$ cat src/rtl/aab_map.vh
// Purpose: Constants for the accumulator ALU and bit-operation datapath
// Assumes: Included by bare name from rtl files
// Notes: Operation codes are local to this block's decoder interface
`ifndef AAB_MAP_VH
`define AAB_MAP_VH

// Operation select codes
`define AAB_OP_NOP 3'h0
`define AAB_OP_ADD_IMM 3'h1
`define AAB_OP_ADD_REG 3'h2
`define AAB_OP_AND_IMM 3'h3
`define AAB_OP_AND_REG 3'h4
`define AAB_OP_CLR_BIT 3'h5
`define AAB_OP_SET_BIT 3'h6
`define AAB_OP_SKIP_LOW 3'h7

// Destination select values
`define AAB_DEST_ACC 1'h0
`define AAB_DEST_REG 1'h1
`define AAB_DEST_DEFAULT 1'h1

// Status field positions
`define AAB_ST_CARRY 0
`define AAB_ST_NIBBLE 1
`define AAB_ST_ZERO 2

// Reset values
`define AAB_ACC_RST 8'h00
`define AAB_STATUS_RST 3'h0

// Timing: oscillator periods per instruction cycle
`define AAB_OSC_PER_CYCLE 4
`define AAB_PHASE_LAST 2'h3

// Operand limits
`define AAB_FILE_ADDR_MAX 7'h7f
`define AAB_BIT_POS_MAX 3'h7

`endif

$ cat src/rtl/aab_alu.v
// Purpose: Combinational add and AND unit with flag generation
// Assumes: 8-bit operands
// Notes: Zero flag from the 8-bit result only
`timescale 1ns/100ps
`include "aab_map.vh"

module aab_alu (
  // Operands
  input wire [7:0] i_a,
  input wire [7:0] i_b,
  input wire i_is_add,
  // Result and flags
  output reg [7:0] o_res,
  output reg o_carry,
  output reg o_nibble_overflow_flag,
  output reg o_zero
);

  reg [8:0] sum;
  reg [4:0] low_sum;

  always @* begin
    sum = {1'b0, i_a} + {1'b0, i_b};
    low_sum = {1'b0, i_a[3:0]} + {1'b0, i_b[3:0]};
    if (i_is_add) begin
      o_res = sum[7:0];
    end else begin
      o_res = i_a & i_b;
    end
    o_carry = sum[8];
    o_nibble_overflow_flag = low_sum[4];
    o_zero = (o_res == 8'h00);
  end

endmodule

$ cat src/rtl/aab_core.v
// Purpose: Execution datapath for accumulator add/AND and bit operations
// Assumes: Decoder holds the instruction steady for a whole cycle
// Notes: Four oscillator phases form one instruction cycle
//
// Operation
// - Destination bit 0 writes acc, 1 register
// - Bit ops pick bit 0-7, address 0-127
// - Add immediate sums acc and literal into acc
// - Add register result goes to chosen destination
// - AND immediate result goes to acc
// - AND register result goes to chosen destination
// - Bit clear zeroes bit, flags unchanged
// - Bit set ones bit, flags unchanged
// - Skip when tested bit low, two cycles
// - Instruction cycle spans four oscillator periods
// - File register is read, modified, written back by bit set/clear and register-dest ops
`timescale 1ns/100ps
`include "aab_map.vh"

module aab_core (
  // Clock and reset
  input wire i_sys_clk,
  input wire i_rstn,
  input wire i_ce,
  // Instruction from decoder
  input wire i_instr_valid,
  input wire [2:0] i_op,
  input wire [6:0] i_file_addr,
  input wire [2:0] i_bit_pos,
  input wire i_dest,
  input wire [7:0] i_literal,
  // Register file read
  input wire [7:0] i_reg_rdata,
  // Register file access
  output reg [6:0] o_reg_addr,
  output reg o_reg_rd,
  output reg o_reg_wr,
  output reg [7:0] o_reg_wdata,
  // State
  output reg [7:0] o_acc,
  output reg o_carry,
  output reg o_nibble_overflow_flag,
  output reg o_zero,
  output reg o_cycle_end,
  output reg o_instr_ready,
  output reg o_skip_active
);

  localparam ST_IDLE = 2'h0;
  localparam ST_EXEC = 2'h1;
  localparam ST_SKIP = 2'h2;

  reg [1:0] state;
  reg [1:0] next_state;
  reg [1:0] phase;
  reg [2:0] op;
  reg [2:0] bpos;
  reg dest;
  reg [7:0] lit;
  reg [7:0] operand;
  wire [7:0] bit_mask;
  wire [7:0] alu_b;
  wire [7:0] alu_res;
  wire alu_c;
  wire alu_dc;
  wire alu_z;
  wire is_reg_op;
  wire is_add;
  wire bit_low;
  wire phase_end;

  assign is_add = (op == `AAB_OP_ADD_IMM) || (op == `AAB_OP_ADD_REG);
  assign is_reg_op = (op == `AAB_OP_ADD_REG) || (op == `AAB_OP_AND_REG) ||
                     (op == `AAB_OP_CLR_BIT) || (op == `AAB_OP_SET_BIT) ||
                     (op == `AAB_OP_SKIP_LOW);
  assign phase_end = (phase == `AAB_PHASE_LAST);
  // Tested bit is valid once the operand is captured
  assign bit_low = ~operand[bpos];
  // Immediate ops take the literal, others the file value
  assign alu_b = (op == `AAB_OP_ADD_IMM || op == `AAB_OP_AND_IMM) ?
                 lit : operand;

  // One-hot mask for the selected bit
  genvar g;
  generate
    for (g = 0; g < 8; g = g + 1) begin : g_mask
      assign bit_mask[g] = ({29'h0, bpos} == g);
    end
  endgenerate

  aab_alu u_alu (
    .i_a(o_acc),
    .i_b(alu_b),
    .i_is_add(is_add),
    .o_res(alu_res),
    .o_carry(alu_c),
    .o_nibble_overflow_flag(alu_dc),
    .o_zero(alu_z)
  );

  always @* begin
    next_state = state;
    case (state)
      ST_IDLE: begin
        if (i_instr_valid) begin
          next_state = ST_EXEC;
        end
      end
      ST_EXEC: begin
        if (phase_end) begin
          if (op == `AAB_OP_SKIP_LOW && bit_low) begin
            next_state = ST_SKIP;
          end else begin
            next_state = ST_IDLE;
          end
        end
      end
      ST_SKIP: begin
        // Discarded slot; the decoder drops its word
        if (phase_end) begin
          next_state = ST_IDLE;
        end
      end
      default: begin
        next_state = ST_IDLE;
      end
    endcase
  end

  always @(posedge i_sys_clk or negedge i_rstn) begin
    if (!i_rstn) begin
      state <= ST_IDLE;
      phase <= 2'h0;
      op <= `AAB_OP_NOP;
      bpos <= 3'h0;
      dest <= `AAB_DEST_DEFAULT;
      lit <= 8'h00;
      operand <= 8'h00;
      o_reg_addr <= 7'h00;
      o_reg_rd <= 1'b0;
      o_reg_wr <= 1'b0;
      o_reg_wdata <= 8'h00;
      o_acc <= `AAB_ACC_RST;
      o_carry <= 1'b0;
      o_nibble_overflow_flag <= 1'b0;
      o_zero <= 1'b0;
      o_cycle_end <= 1'b0;
      o_instr_ready <= 1'b0;
      o_skip_active <= 1'b0;
    end else if (i_ce) begin
      // Clock enable low freezes every register
      state <= next_state;
      o_reg_rd <= 1'b0;
      o_reg_wr <= 1'b0;
      o_cycle_end <= 1'b0;
      // Ready tracks the idle state of the next edge
      o_instr_ready <= (next_state == ST_IDLE);
      o_skip_active <= (next_state == ST_SKIP);
      // Fields are latched only when idle
      if (state == ST_IDLE) begin
        phase <= 2'h0;
        if (i_instr_valid) begin
          op <= i_op;
          bpos <= i_bit_pos;
          dest <= i_dest;
          lit <= i_literal;
          o_reg_addr <= i_file_addr;
        end
      end else begin
        phase <= phase + 2'h1;
        if (phase_end) begin
          o_cycle_end <= 1'b1;
        end
      end
      if (state == ST_EXEC) begin
        // Phase 0 reads, phase 1 captures, phase 3 writes back
        if (phase == 2'h0 && is_reg_op) begin
          o_reg_rd <= 1'b1;
        end
        if (phase == 2'h1) begin
          operand <= i_reg_rdata;
        end
        if (phase_end) begin
          case (op)
            `AAB_OP_ADD_IMM, `AAB_OP_AND_IMM: begin
              o_acc <= alu_res;
            end
            `AAB_OP_ADD_REG, `AAB_OP_AND_REG: begin
              if (dest == `AAB_DEST_ACC) begin
                o_acc <= alu_res;
              end else begin
                o_reg_wr <= 1'b1;
                o_reg_wdata <= alu_res;
              end
            end
            `AAB_OP_CLR_BIT: begin
              o_reg_wr <= 1'b1;
              o_reg_wdata <= operand & ~bit_mask;
            end
            `AAB_OP_SET_BIT: begin
              o_reg_wr <= 1'b1;
              o_reg_wdata <= operand | bit_mask;
            end
            default: begin
              o_reg_wr <= 1'b0;
            end
          endcase
          // Bit ops and skip leave every flag alone
          if (is_add) begin
            o_carry <= alu_c;
            o_nibble_overflow_flag <= alu_dc;
            o_zero <= alu_z;
          end else if (op == `AAB_OP_AND_IMM || op == `AAB_OP_AND_REG) begin
            o_zero <= alu_z;
          end
        end
      end
    end
  end

endmodule

$ cat config.mk
export PLATFORM = sky130hd
export DESIGN_NAME = aab_core
export DESIGN_NICKNAME = d
export VERILOG_FILES = /design/src/rtl/aab_alu.v /design/src/rtl/aab_core.v
export VERILOG_INCLUDE_DIRS = /design/src /design/src/rtl
export SDC_FILE = /design/constraint.sdc
export NUM_CORES = 1
export LEC_CHECK = 0
export BUFFER_PORTS_ARGS = -buffer_cell sky130_fd_sc_hd__buf_2
export CORE_MARGIN = 2
export CORE_UTILIZATION = 40
export DETAILED_ROUTE_END_ITERATION = 8
export PLACE_DENSITY = 0.73
export SLEW_MARGIN = 5
export SYNTH_ARGS = -nofsm -noshare
export SYNTH_HDL_FRONTEND = slang
export SYNTH_SLANG_ARGS = --single-unit
$ cat constraint.sdc
create_clock -name i_sys_clk -period 3.8 [get_ports i_sys_clk]
set_clock_uncertainty 0.15 [all_clocks]
set_input_delay 0.57 -clock i_sys_clk [delete_from_list [all_inputs] [get_ports i_sys_clk]]
set_output_delay 0.57 -clock i_sys_clk [all_outputs]
set_load 0.01 [all_outputs]
==> After elaboration in Yosys (flattened, before gate mapping) <==
Index checks and enable logic that the tools add are counted.
{ "word_totals": {"reg_bits": 58, "latch_bits": 0, "ramBits": 0, "rom_bits": 0, "in_bits": 34, "wordCells": 98, "memories": 0} }
{ "classes": {"addsub": 3, "mul": 0, "div_mod_pow": 0, "order_cmp": 1, "n_eq_ne": 21, "shift": 0, "muxes": 24, "bitwise_logic": 5, "n_reduce_logical": 26} }
{ "ops": {"columns": ["op", "count"], "rows": [
  ["2-to-1 mux 8 bit", 4],
  ["equality test 3 bit, second input constant", 8],
  ["one-hot mux 8 bit (3 select lines)", 1],
  ["bitwise AND 8 bit", 2],
  ["one-hot mux 8 bit (2 select lines)", 1],
  ["equality test 3 x 2 -> 1 bit, second input constant", 4],
  ["2-to-1 mux 1 bit", 10],
  ["2-to-1 mux 2 bit", 5],
  ["AND reduction 5 bit", 2],
  ["adder 8 x 8 -> 9 bit", 1],
  ["logical NOT 8 bit", 1],
  ["NOT 8 bit", 1],
  ["OR 8 bit", 1],
  ["AND reduction 4 bit", 2],
  ["logical OR 1 bit", 7],
  ["equality test 2 bit, second input constant", 3],
  ["equality test 3 x 1 -> 1 bit, second input constant", 2],
  ["logical NOT 2 bit", 3],
  ["one-hot mux 2 bit (3 select lines)", 1],
  ["AND reduction 3 bit", 2],
  ["OR reduction 2 bit", 3],
  ["adder 4 x 4 -> 5 bit", 1],
  ["equality test 2 x 1 -> 1 bit, second input constant", 2],
  ["< comparator 3 x 4 -> 1 bit, second input constant", 1],
  ["9 further kinds", 12]
]} }

==> Longest topological paths before layout <==
Gate-level depths: netlist of the first run.
{ "depth": {"word_depth": 8, "depth_mapped": 12} }

==> Cells and area by module <==
From an unflattened synthesis of the first run, not the netlist that was laid out.
{ "hier_totals": {"cells_unflattened": 314, "hier_area_um2": 3388.2} }
{ "by_module_without_submodules": {"columns": ["module", "n_inst", "cells_each", "area_each_um2", "seq_area_each_um2"], "rows": [
  ["aab_core", 1, 255, 2921.6, 1452.6],
  ["aab_alu", 1, 59, 466.7, 0.0]
]} }

==> Worst setup path after synthesis of the first run <==
No wires, ideal clock.
{ "synth_timing": {"kind": "reg2reg", "from": "reg op[0]", "to": "reg o_reg_wdata[4]", "setup_time_ns": 0.083, "arrival_time_ns": 3.059, "required_ns": 3.567, "path_slack_ns": 0.509, "path_stages_with_launch": 13, "path_buffers": 2, "path_cell_list": "dfrtp_1 -> clkbuf_1 -> nor2b_1 -> clkbuf_1 -> mux2_2 -> ha_1 -> fa_1 -> a21o_1 -> a21oi_1 -> xnor2_1 -> mux2i_1 -> mux2_2 -> o21ai_0"} }
{ "synth_between": {"elab_chain_len": 7} }
{ "synth_lines": {"columns": ["item", "line_no", "source"], "rows": [
  ["start: declaration", "aab_core.v:56", "reg [2:0] op;"],
  ["start signal: assignment", "aab_core.v:134", "op <= `AAB_OP_NOP;"],
  ["start signal: assignment", "aab_core.v:163", "op <= i_op;"],
  ["equality test 3 x 1 -> 1 bit or equality test 3 x 2 -> 1 bit (tied branches)", null, null],
  ["logical OR 1 bit (no source line)", null, null],
  ["2-to-1 mux 8 bit", "aab_core.v:80", "assign alu_b = (op == `AAB_OP_ADD_IMM || op == `AAB_OP_AND_IMM) ?"],
  ["adder 8 x 8 -> 9 bit or bitwise AND 8 bit (tied branches)", "aab_alu.v:23, aab_alu.v:28", null],
  ["2-to-1 mux 8 bit", "aab_alu.v:25", "if (i_is_add) begin"],
  ["2-to-1 mux 8 bit", "aab_core.v:189", "if (dest == `AAB_DEST_ACC) begin"],
  ["one-hot mux 8 bit (3 select lines)", "aab_core.v:184", "case (op)"],
  ["end signal: assignment", "aab_core.v:193", "o_reg_wdata <= alu_res;"],
  ["end signal: assignment", "aab_core.v:198", "o_reg_wdata <= operand & ~bit_mask;"],
  ["end signal: assignment", "aab_core.v:202", "o_reg_wdata <= operand | bit_mask;"],
  ["end: declaration", "aab_core.v:38", "output reg [7:0] o_reg_wdata,"]
]} }
Parallel ways exist; a longest one is shown, timed or not. The select of a mux whose other input is x is not followed.
A chain may end at the register's enable or synchronous reset.

==> Worst setup path in the final report of the first run <==
{ "layout_timing": {"from": "reg op[0]", "to": "reg o_zero"} }
{ "layout_between": {"elab_chain_len": 8} }
{ "layout_lines": {"columns": ["item", "line_no", "source"], "rows": [
  ["equality test 3 x 1 -> 1 bit or equality test 3 x 2 -> 1 bit (tied branches)", null, null],
  ["logical OR 1 bit (no source line)", null, null],
  ["2-to-1 mux 8 bit", "aab_core.v:80", null],
  ["adder 8 x 8 -> 9 bit or bitwise AND 8 bit (tied branches)", "aab_alu.v:23, aab_alu.v:28", null],
  ["2-to-1 mux 8 bit", "aab_alu.v:25", null],
  ["logical NOT 8 bit", "aab_alu.v:32", "o_zero = (o_res == 8'h00);"],
  ["2-to-1 mux 1 bit", "aab_core.v:213", "end else if (op == `AAB_OP_AND_IMM || op == `AAB_OP_AND_REG) begin"],
  ["2-to-1 mux 1 bit", "aab_core.v:209", "if (is_add) begin"],
  ["end signal: assignment", "aab_core.v:212", "o_zero <= alu_z;"],
  ["end signal: assignment", "aab_core.v:214", "o_zero <= alu_z;"],
  ["end: declaration", "aab_core.v:43", "output reg o_zero,"]
]} }
Parallel ways exist; a longest one is shown, timed or not. The select of a mux whose other input is x is not followed.

==> results of run 1 <==
==> flip-flops by register name, indices dropped and copies added (netlist names) <==
name                    flops
bpos                        3
dest                        1
lit                         8
o_acc                       8
o_carry                     1
o_cycle_end                 1
o_instr_ready               1
o_nibble_overflow_flag      1
o_reg_addr                  7
o_reg_rd                    1
o_reg_wdata                 8
o_reg_wr                    1
o_skip_active               1
o_zero                      1
op                          3
operand                     8
phase                       2
state                       2
==> stage by stage <==
stage | hold WS (ns) | area, um^2 | std cells | setup WS (ns) | util, %
2_1_floorplan | 0.124 | 3260 | 305 | 0.509 | -
3_3_place_gp | 0.312 | 3670 | 458 | 0.491 | 47.0
3_5_place_dp | 0.324 | 3670 | 458 | 0.464 | 47.0
4_1_cts | 0.225 | 3860 | 473 | 0.439 | 49.4
5_1_grt | 0.267 | 3860 | 473 | 0.132 | 49.4
6_report | 0.199 | 3860 | 473 | 0.425 | 49.4
==> layout by cell type, fill, tap and decap left out, drive strengths merged, types with 4 or more instances in the layout <==
cell type and count:
buf 68, nand2 28, and3 4, nor4b 4, xnor2 4, inv 10, nand3 6, mux2 48
nand2b 4, a211oi 5, dfrtp 57, a21oi 10, ha 13, o22ai 5, mux2i 11, clkbuf 12
o21ai 24, a21o 5, nor2 15
==> power by group through the flow <==
stage | logic (uW) | registers (uW) | clock network [uW]
3_5_place_dp | 1430 | 1100 | 0
6_report | 1440 | 1090 | 545
4_1_cts | 1440 | 1090 | 556
5_1_grt | 1600 | 1120 | 581
2_1_floorplan | 1090 | 1020 | 0
3_3_place_gp | 1390 | 1090 | 0
==> per-layer routing <==
layer	wire [um]	vias to the layer above	share of wire (%)	global-route usage (%)
met1	3600	1251	47	25.1
met4	131	0	1.7	7.37
met2	3650	68	47	29.9
met5	0	-	0	0
met3	309	10	4.0	3.85
li1	-	1216	-	-
==> worst reg2reg max path, delay by kind of cell, from the launching register on <==
family	cells	cell delay, ns
mux	1	0.41
compound gates	3	0.83
flops	1	0.55
fa+ha+maj	1	0.35
simple gates	4	1.00
==> cell type report <==
cell class / count / area share (%)
clock buffer: 12 / 3.76
clock inverter: 3 / 1.04
inverter: 10 / 0.973
multi-input combinational: 220 / 44.2
sequential: 58 / 37.7
tap: 102 / 3.31
timing repair buffer: 68 / 9.08
==> path summary, 6_finish.rpt <==
| check | endpoint | slack [ns] |
|---|---|---|
| worst max-delay path | o_zero | 0.42 |
| min in group i_sys_clk | o_reg_addr[6] | 0.31 |
| worst min register to register | o_reg_wdata[3] | 0.33 |
| max in group asynchronous | o_acc[0] | 2.52 |
| worst max register to register | o_zero | 0.42 |
| worst min-delay path | o_reg_addr[2] | 0.20 |
==> cell families after synthesis <==
group / after synthesis
flip-flops: 58
AO/OA/AOI/OAI: 58
multiplexers: 61
adder cells (fa/ha/maj): 14
AND/OR/NAND/NOR: 82
XOR/XNOR: 5
buffers and inverters: 27
==> results.json, run 1 <==
{
  "cp.arrival_ns": 3.46,
  "postSynthNetCount": 353,
  "fraction_of_the_yosys_area_taken_by_sequential_cells_pct": 44.5,
  "synth_area_in_xor_xnor_pct": 1.57,
  "critPathCaptureType": "register",
  "critical_path_depth_in_cells": 9,
  "cp.required_ns": 3.89,
  "cts.sink_count": 58,
  "cts_buffer_depth": 2,
  "reg2reg_depth": 9,
  "power.internal_uw": 1860,
  "critical_path_cell_list": "nor2b_1 > mux2_2 > ha_1 > a21oi_1 > nand2_1 > or3_1 > a31oi_1 > nand4_1 > o31ai_1",
  "critPathLaunchType": "register",
  "synthAdderAreaFrac_pct": 5.60,
  "clk_root_buffer_cell": "clkbuf_8",
  "status": "completed",
  "relative_contribution_of_the_clock_network_to_total_power_pct": 17.7,
  "share_of_total_power_consumed_by_net_switching_pct": 39.4,
  "htree_levels": 3,
  "syn_area_um2": 3260,
  "cts-hold-fix-buffers": 0,
  "yosys_most_used_dff": "dfrtp_1",
  "post_synth_most_frequent_cells": "dfrtp_1, mux2_2, nand2_1, o21ai_0, nor2_1",
  "cts_repair_resize_count": 0,
  "y_dimension_of_the_die_um": 94.3,
  "yosys_synthesis_warning_count": 0,
  "path_delay_family": "simple AND/OR/NAND/NOR gates",
  "regArea_um2": 1450,
  "max_slew_margin_pct": 41.8,
  "power_uw": 3080,
  "netlist.area_leader.share_pct": 43.7,
  "crit_path_max_fanout": 11,
  "share_of_the_synthesized_area_in_compound_gates_ao_oa_aoi_oai_pct": 10.8,
  "final_layout_size_suffix_gt1_share_pct": 36.9,
  "period_needed_ns": 3.38,
  "critical_path.n_buffers_inverters": 0,
  "worst_setup_path_startpoint": "op[0]",
  "die_area_um2": 8900,
  "std_cell_rows": 32,
  "master_of_the_slowest_instance_on_the_critical_path": "dfrtp_1",
  "num_antenna_cells": 0,
  "worstHoldPathType": "in -> async",
  "synth_async_sr_flop_share_pct": 100,
  "net-switching-power_uw": 1210,
  "max_cap_viol_count": 0,
  "pwr-share-seq_pct": 35.5,
  "detail_route.drc_violations": 0,
  "report.final.setup_viol": 0,
  "leakage_uw": 0.00188,
  "grt_max_degree": 40,
  "synth.most_common_cell": "dfrtp_1",
  "portBuffers": 64,
  "timing.fmax_ghz": 0.296,
  "post_cts.repair.setup_buffers": 0,
  "final_max_slew_viol_count": 0,
  "drtPass1Iterations": 4,
  "synth-edff-count": 0,
  "drt-initial-drc-count": 105,
  "routedWlPerCell_um": 16.3,
  "grt_pass1_wl_um": 12700,
  "synth.top_cells.by_area": "dfrtp_1, mux2_2, ha_1, o21ai_0, mux2i_1",
  "cell_type_with_the_highest_aggregate_area_in_the_netlist": "dfrtp_1",
  "final_hold_viol_count": 0,
  "global_route.usage.total_pct": 18.7,
  "number_of_global_route_vias_before_repair": 2575,
  "tritoncts.num_buffers": 9,
  "clkLatencyLatePin_ns": 0.34,
  "total_number_of_vias": 2545,
  "worst_r2r_startpoint": "op[0]",
  "vias_per_cell": 5.38,
  "routed_wirelength_um": 7690,
  "globalRouteOverflowTotal": 0,
  "synth.mux.area_fraction_pct": 21.3,
  "fin_crit_sh_pct": 88.8,
  "largest_family_of_logic_cells_by_synthesized_area": "multiplexers",
  "yosys.area_share.simple_pct": 13.0,
  "synthCells": 305,
  "synth.ff_latch_count": 58,
  "setup.worst_path.class": "reg -> reg",
  "clk_pin_slew_worst_paths_ns": 0.06,
  "hpwl_after_detailed_placement_um": 5910,
  "filler_cell_count": 750,
  "fin_nets": 415,
  "initial_utilization_pct": 41.8,
  "multiInputGateArea_um2": 1700,
  "synthesis.area_per_instance_um2": 10.7,
  "logic_gate_share_of_total_power_pct": 46.8,
  "place.gp.congestion": 0.879,
  "vdd_ir_drop_max_mv": 0.411,
  "antenna_found_initial": 0,
  "cts_tree": "yes",
  "placeableCoreArea_um2": 7810,
  "yosys.cell_types.count": 48,
  "detail_route_antenna_nets": 0,
  "grt_setup_unrepaired": "no",
  "setup_tns_ns": 0,
  "syn2layout_area_growth_pct": 18.2,
  "dieWidth_um": 94.3,
  "delay_of_the_slowest_cell_on_the_worst_path_ns": 0.55,
  "power_per_cell_area_nw_per_um2": 798,
  "worstMarginPinSlew_ns": 0.872,
  "ios": 65
}
Note: power is estimated with default switching activity, not from simulation.
==> inputs of run 2 (changes only) <==
--- a/config.mk
+++ b/config.mk
@@ -6,6 +6,7 @@
 export SDC_FILE = /design/constraint.sdc
 export NUM_CORES = 1
 export LEC_CHECK = 0
+export ABC_AREA = 1
 export BUFFER_PORTS_ARGS = -buffer_cell sky130_fd_sc_hd__buf_2
 export CORE_MARGIN = 2
 export CORE_UTILIZATION = 40
==> run 2 against run 1 <==
Sequential power about the same. Via count up 13%. Setup slack improved by 0.52 ns. Non-clock buffer count is 2 lower. Wire length increased by 1.4%. Critical endpoint unchanged. Largest cell class unchanged. Largest power group unchanged.
==> results.json, run 2 <==
{
  "status": "completed",
  "relative_contribution_of_the_clock_network_to_total_power_pct": 21.6,
  "timing.fmax_ghz": 0.350,
  "worst_r2r_startpoint": "op[2]",
  "total_number_of_vias": 2881,
  "global_route.peak_usage_layer": "met2",
  "grt_max_degree": 47,
  "global_route.usage.met3_pct": 4.01,
  "report.final.setup_viol": 0,
  "final_hold_viol_count": 0,
  "postSynthNetCount": 441,
  "grt_setup_unrepaired": "no",
  "synth_async_sr_flop_share_pct": 100,
  "filler_cell_count": 777,
  "synth-edff-count": 0,
  "critPathCaptureType": "register",
  "cp.arrival_ns": 2.95,
  "drtPass1Iterations": 4,
  "worstHoldPathType": "in -> async",
  "routed_wirelength_um": 7800,
  "dieWidth_um": 93.9,
  "htree_levels": 3,
  "synthCells": 393,
  "std_cell_rows": 32,
  "place.gp.congestion": 0.954,
  "vias_per_cell": 5.06,
  "worstMarginPinSlew_ns": 1.03,
  "ios": 65,
  "layout.cell_area.non_filler_um2": 3920,
  "portBuffers": 64,
  "period_needed_ns": 2.86,
  "setup.worst_path.class": "reg -> reg",
  "clk_pin_slew_worst_paths_ns": 0.07,
  "cell_type_with_the_highest_aggregate_area_in_the_netlist": "dfrtp_1",
  "hpwl_after_detailed_placement_um": 5880,
  "globalRouteOverflowTotal": 0,
  "logic_gate_share_of_total_power_pct": 47.1,
  "detail_route.drc_violations": 0,
  "cts_repair_resize_count": 0,
  "layout_commonest_cell": "nand2_1",
  "routedWlPerCell_um": 13.7,
  "final_cell_mix": "nand2_1, buf_2, dfrtp_1",
  "yosys_synthesis_warning_count": 0,
  "pwr-share-seq_pct": 31.3,
  "gr-usage-met1_pct": 25.2,
  "setup_tns_ns": 0,
  "leakage_uw": 0.00209,
  "netlist.area_leader.share_pct": 44.1,
  "final_max_slew_viol_count": 0,
  "endpoint": "o_zero",
  "drt-initial-drc-count": 165,
  "placeableCoreArea_um2": 7770,
  "antenna_found_initial": 0,
  "fin_crit_sh_pct": 75.2,
  "final_layout_size_suffix_gt1_share_pct": 25.5,
  "grt_pass1_wl_um": 12900,
  "cp.required_ns": 3.89,
  "critPathLaunchType": "register",
  "cts_buffer_depth": 2,
  "yosys.cell_types.count": 36,
  "synthesis.area_per_instance_um2": 8.23,
  "clkLatencyLatePin_ns": 0.34,
  "die_area_um2": 8820,
  "syn2layout_area_growth_pct": 21.2,
  "place_area_um2": 3650,
  "net-switching-power_uw": 1520,
  "post_cts.repair.setup_buffers": 0,
  "cts_tree": "yes",
  "reg2reg_slack_ns": 0.94,
  "clk_root_buffer_cell": "clkbuf_8",
  "number_of_global_route_vias_before_repair": 2784,
  "cts-hold-fix-buffers": 0,
  "reg2reg_depth": 15,
  "whs_ns": 0.252,
  "y_dimension_of_the_die_um": 93.9,
  "synth.ff_latch_count": 58,
  "fin_nets": 510,
  "fraction_of_the_yosys_area_taken_by_sequential_cells_pct": 44.9,
  "synth.top_cells.by_area": "dfrtp_1, nand2_1, mux2_2, ha_1, nand3_1",
  "max_cap_viol_count": 0,
  "yosys_most_used_dff": "dfrtp_1",
  "worst_setup_path_startpoint": "op[2]",
  "vdd_ir_drop_max_mv": 0.419,
  "global_route.usage.total_pct": 19.0,
  "power_per_cell_area_nw_per_um2": 913,
  "share_of_total_power_consumed_by_net_switching_pct": 42.6,
  "power.internal_uw": 2050,
  "initial_utilization_pct": 41.6,
  "num_antenna_cells": 0,
  "crit_path_max_fanout": 12,
  "syn_area_um2": 3230,
  "use_met2_pct": 29.8,
  "max_slew_margin_pct": 31.2,
  "tritoncts.num_buffers": 9,
  "regToRegEndpoint": "o_zero",
  "detail_route_antenna_nets": 0,
  "post_synth_most_frequent_cells": "nand2_1, dfrtp_1, nor2_1, inv_1, nand3_1",
  "synth.most_common_cell": "nand2_1",
  "cts.sink_count": 58
}
run 2: worst max-delay path, stage by stage, from the launching register on:
cell and delay [ns]:
dfrtp_1 0.44, nor2_1 0.16, nand2_1 0.06, nand2_1 0.28, inv_2 0.12, nand2_1 0.09, nand2_1 0.05, ha_1 0.21
fa_1 0.44, xnor2_1 0.14, o21ai_0 0.30, nor2_1 0.09, nand2_1 0.07, nor2_1 0.04, nand3_1 0.07, nand2_1 0.05
run 2: cells by family after synthesis:
logic type               synth area share [%]
AO/OA/AOI/OAI                            8.63
XOR/XNOR                                0.271
multiplexers                             6.97
AND/OR/NAND/NOR                          27.7
adder cells (fa/ha/maj)                  5.65
flip-flops                               44.9
buffers and inverters                    5.88
run 2: metal layers:
layer / wire length, um / vias up / share of wire [%]
li1: - / 1433 / -
met1: 3640 / 1334 / 47
met2: 3530 / 99 / 45
met3: 455 / 15 / 5.8
met4: 174 / 0 / 2.2
met5: 0 / - / 0
run 2: layout make-up:
type,count,area [um^2],area share [%]
clock buffer,11,141,3.61
clock inverter,5,125,3.19
inverter,37,146,3.74
multi-input combinational,290,1590,40.6
sequential,58,1450,37.1
tap,102,128,3.26
timing repair buffer,66,335,8.56
run 2: through the flow:
step	total power, uW	setup WS [ns]	util [%]	instances
after floorplan	2310	1.28	-	393
after global routing	3890	0.674	50.5	569
after detailed placement	2800	0.964	47.0	553
final	3580	0.943	50.5	569
after global placement	2750	1.05	47.0	553
after CTS	3590	0.962	50.5	569
run 2: worst min path at each step:
stage | slack [ns] | end | cells after the start | from
3_5_place_dp | 0.31 | o_skip_active | 2 | o_skip_active
6_report | 0.25 | o_acc[7] | 1 | i_rstn
5_1_grt | 0.30 | o_reg_addr[0] | 2 | i_file_addr[0]
2_1_floorplan | 0.12 | bpos[0] | 0 | i_rstn
3_3_place_gp | 0.31 | o_skip_active | 2 | o_skip_active
4_1_cts | 0.29 | o_acc[7] | 1 | i_rstn
run 2: power by group through the flow:
stage / sequential [uW] / combinational, uW / clock (uW)
4_1_cts: 1120 / 1690 / 785
3_3_place_gp: 1110 / 1640 / 0
2_1_floorplan: 1130 / 1190 / 0
3_5_place_dp: 1130 / 1670 / 0
6_report: 1120 / 1690 / 773
5_1_grt: 1160 / 1920 / 811
==> inputs of run 3 (changes only) <==
--- a/config.mk
+++ b/config.mk
@@ -11,7 +11,7 @@
 export CORE_MARGIN = 2
 export CORE_UTILIZATION = 40
 export DETAILED_ROUTE_END_ITERATION = 8
-export PLACE_DENSITY = 0.73
+export PLACE_DENSITY = 0.76
 export SLEW_MARGIN = 5
 export SYNTH_ARGS = -nofsm -noshare
 export SYNTH_HDL_FRONTEND = slang
==> constraint.sdc (replaced) <==
create_clock -name i_sys_clk -period 2.3 [get_ports i_sys_clk]
set_clock_uncertainty 0.15 [all_clocks]
set_input_delay 0.345 -clock i_sys_clk [delete_from_list [all_inputs] [get_ports i_sys_clk]]
set_output_delay 0.345 -clock i_sys_clk [all_outputs]
set_load 0.01 [all_outputs]
==> run 3 against run 2 <==
The run now ends with negative setup slack left. Sequential power grew 66%. Non-clock buffer count increased by 33. Register-to-register slack got worse by 1.1 ns. Critical path depth rose by 1. Design area increased by 10%. Combinational power is 130% higher. Fmax up 17%. Final cell count increased by 5.8%. Wire length grew 8.6%. Flip-flop and latch count stayed put. Critical path type unchanged. Largest power group unchanged. Highest routed layer unchanged.
==> results.json, run 3 (same netlist as run 2, synthesis figures left out) <==
{
  "cts.sink_count": 58,
  "initial_utilization_pct": 41.6,
  "total_number_of_vias": 3042,
  "grt_max_degree": 30,
  "grt_setup_unrepaired": "yes",
  "finish.cell_count_without_fillers": 602,
  "critical_path.n_buffers_inverters": 1,
  "share_of_total_power_consumed_by_net_switching_pct": 45.3,
  "num_antenna_cells": 0,
  "ios": 65,
  "setup.worst_path.class": "reg -> reg",
  "net-switching-power_uw": 3010,
  "max_cap_viol_count": 0,
  "cp.required_ns": 2.38,
  "fin_nets": 543,
  "path_common_cell": "nand2_2",
  "y_dimension_of_the_die_um": 93.9,
  "logic_gate_share_of_total_power_pct": 59.2,
  "vdd_ir_drop_max_mv": 0.576,
  "timing.fmax_ghz": 0.408,
  "clk_root_buffer_cell": "clkbuf_8",
  "max_slew_margin_pct": 64.6,
  "cp.arrival_ns": 2.53,
  "critPathCaptureType": "register",
  "global_route.usage.total_pct": 19.8,
  "pwr-share-seq_pct": 27.9,
  "syn2layout_area_growth_pct": 33.5,
  "portBuffers": 64,
  "period_needed_ns": 2.45,
  "drtPass1Iterations": 4,
  "final_layout_size_suffix_gt1_share_pct": 41.2,
  "std_cell_rows": 32,
  "die_area_um2": 8820,
  "violated_checks": "negative setup slack",
  "dieWidth_um": 93.9,
  "routed_wirelength_um": 8470,
  "htree_levels": 3,
  "status": "finished with violations",
  "crit_path_max_fanout": 5,
  "worstHoldPathType": "in -> reg",
  "vias_per_cell": 5.05,
  "hpwl_after_detailed_placement_um": 6220,
  "multiInputGateArea_um2": 1810,
  "relative_contribution_of_the_clock_network_to_total_power_pct": 12.9,
  "critPathLaunchType": "register",
  "regArea_um2": 1450,
  "delay_of_the_slowest_cell_on_the_worst_path_ns": 0.42,
  "final_hold_viol_count": 0,
  "placedCellCount": 578,
  "clkLatencyLatePin_ns": 0.35,
  "detail_route.drc_violations": 0,
  "fin_crit_sh_pct": 106,
  "clk_pin_slew_worst_paths_ns": 0.07,
  "layout_commonest_cell": "nand2_1",
  "grt_pass1_wl_um": 13500,
  "placeableCoreArea_um2": 7770,
  "leakage_uw": 0.00221,
  "whs_ns": 0.0788,
  "worstMarginPinSlew_ns": 0.531,
  "detail_route_antenna_nets": 0,
  "place.gp.congestion": 0.898,
  "drt-initial-drc-count": 176,
  "critical_path_cell_list": "nor2_2 > nand2_2 > nand2_4 > inv_4 > nand2_2 > nand2_2 > ha_4 > fa_2 > nand2_2 > nand2_2 > nand3b_1 > nand3_2 > nand2_2 > nor2_2 > o21ai_1 > nand2_1",
  "cts_tree": "yes",
  "filler_cell_count": 740,
  "master_of_the_slowest_instance_on_the_critical_path": "dfrtp_1",
  "power.internal_uw": 3630,
  "routedWlPerCell_um": 14.1,
  "report.final.setup_viol": 7,
  "tritoncts.num_buffers": 9,
  "number_of_global_route_vias_before_repair": 2920,
  "final_max_slew_viol_count": 0,
  "antenna_found_initial": 0,
  "path_delay_family": "simple AND/OR/NAND/NOR gates",
  "power_per_cell_area_nw_per_um2": 1540,
  "final.setup.worst_slack_ns": -0.149,
  "final_cell_mix": "nand2_1, buf_2, dfrtp_1",
  "cts_buffer_depth": 2,
  "globalRouteOverflowTotal": 0
}
==> run 3: changes by cell type in the layout (fill, tap and decap cells not counted), moves of 4 or more <==
cell       before  now
o21ai_0        15    8
nand2_2         2   26
nand3_1        29   22
nand2_1       122   96
bufinv_16       4    0
buf_4           2   31
o21ai_2         0    5
ha_1           13    7
nand3_2         1    7
ha_4            0    5
==> run 3: power by group through the flow <==
stage / Clock [uW] / Combinational (uW) / Sequential [uW]
after global routing: 924 / 4360 / 1910
final: 857 / 3930 / 1860
after detailed placement: 0 / 3230 / 1840
after CTS: 884 / 3460 / 1840
after global placement: 0 / 3160 / 1820
after floorplan: 0 / 2000 / 1860
==> run 3: path summary, 6_finish.rpt <==
| check | slack, ns | startpoint | cells after the start | end |
|---|---|---|---|---|
| setup / recovery | -0.15 | op[1] | 16 | o_reg_wdata[4] |
| hold / removal | 0.08 | i_file_addr[4] | 2 | o_reg_addr[4] |
| setup reg to reg | -0.15 | op[1] | 16 | o_reg_wdata[4] |
| hold reg to reg | 0.33 | o_reg_wdata[4] | 2 | o_reg_wdata[4] |
| max in group asynchronous | 0.94 | i_rstn | 3 | o_acc[4] |
| min in group asynchronous | 0.37 | i_rstn | 2 | phase[1] |
==> run 3: final cells by class <==
| class | count | area share [%] |
|---|---|---|
| multi-input cells | 290 | 41.9 |
| flip-flops and latches | 58 | 33.7 |
| repair buffers | 99 | 13.8 |
| inverters | 37 | 3.45 |
| clock buffers | 10 | 3.19 |
| well taps | 102 | 2.96 |
| clock inverters | 6 | 0.957 |
==> run 3: metrics by stage <==
step | setup slack [ns] | total power [uW] | cell area (um^2) | TNS [ns] | util, %
floorplan | -0.0259 | 3860 | 3260 | -0.0259 | -
global placement | -0.162 | 4980 | 3850 | -0.783 | 49.6
detailed placement | -0.220 | 5070 | 3850 | -1.50 | 49.6
CTS | -0.0882 | 6180 | 4150 | -0.352 | 53.4
global route | -0.311 | 7200 | 4320 | -2.26 | 55.6
finish | -0.149 | 6650 | 4320 | -0.649 | 55.6
==> run 3: timing repair <==
action,in CTS,in global routing
buffers inserted,3,4
pin swaps,13,27
hold buffers,1,0
endpoints found under the setup margin,15,16
hold endpoints to repair,20,0
gates resized for setup,21,43
==> run 3: layer usage <==
| metal | vias to the layer above | track usage, % | routed length, um |
|---|---|---|---|
| met4 | 0 | 7.25 | 143 |
| li1 | 1500 | - | - |
| met2 | 85 | 31.7 | 4160 |
| met1 | 1447 | 26.2 | 3720 |
| met5 | - | 0 | 0 |
| met3 | 10 | 4.57 | 450 |
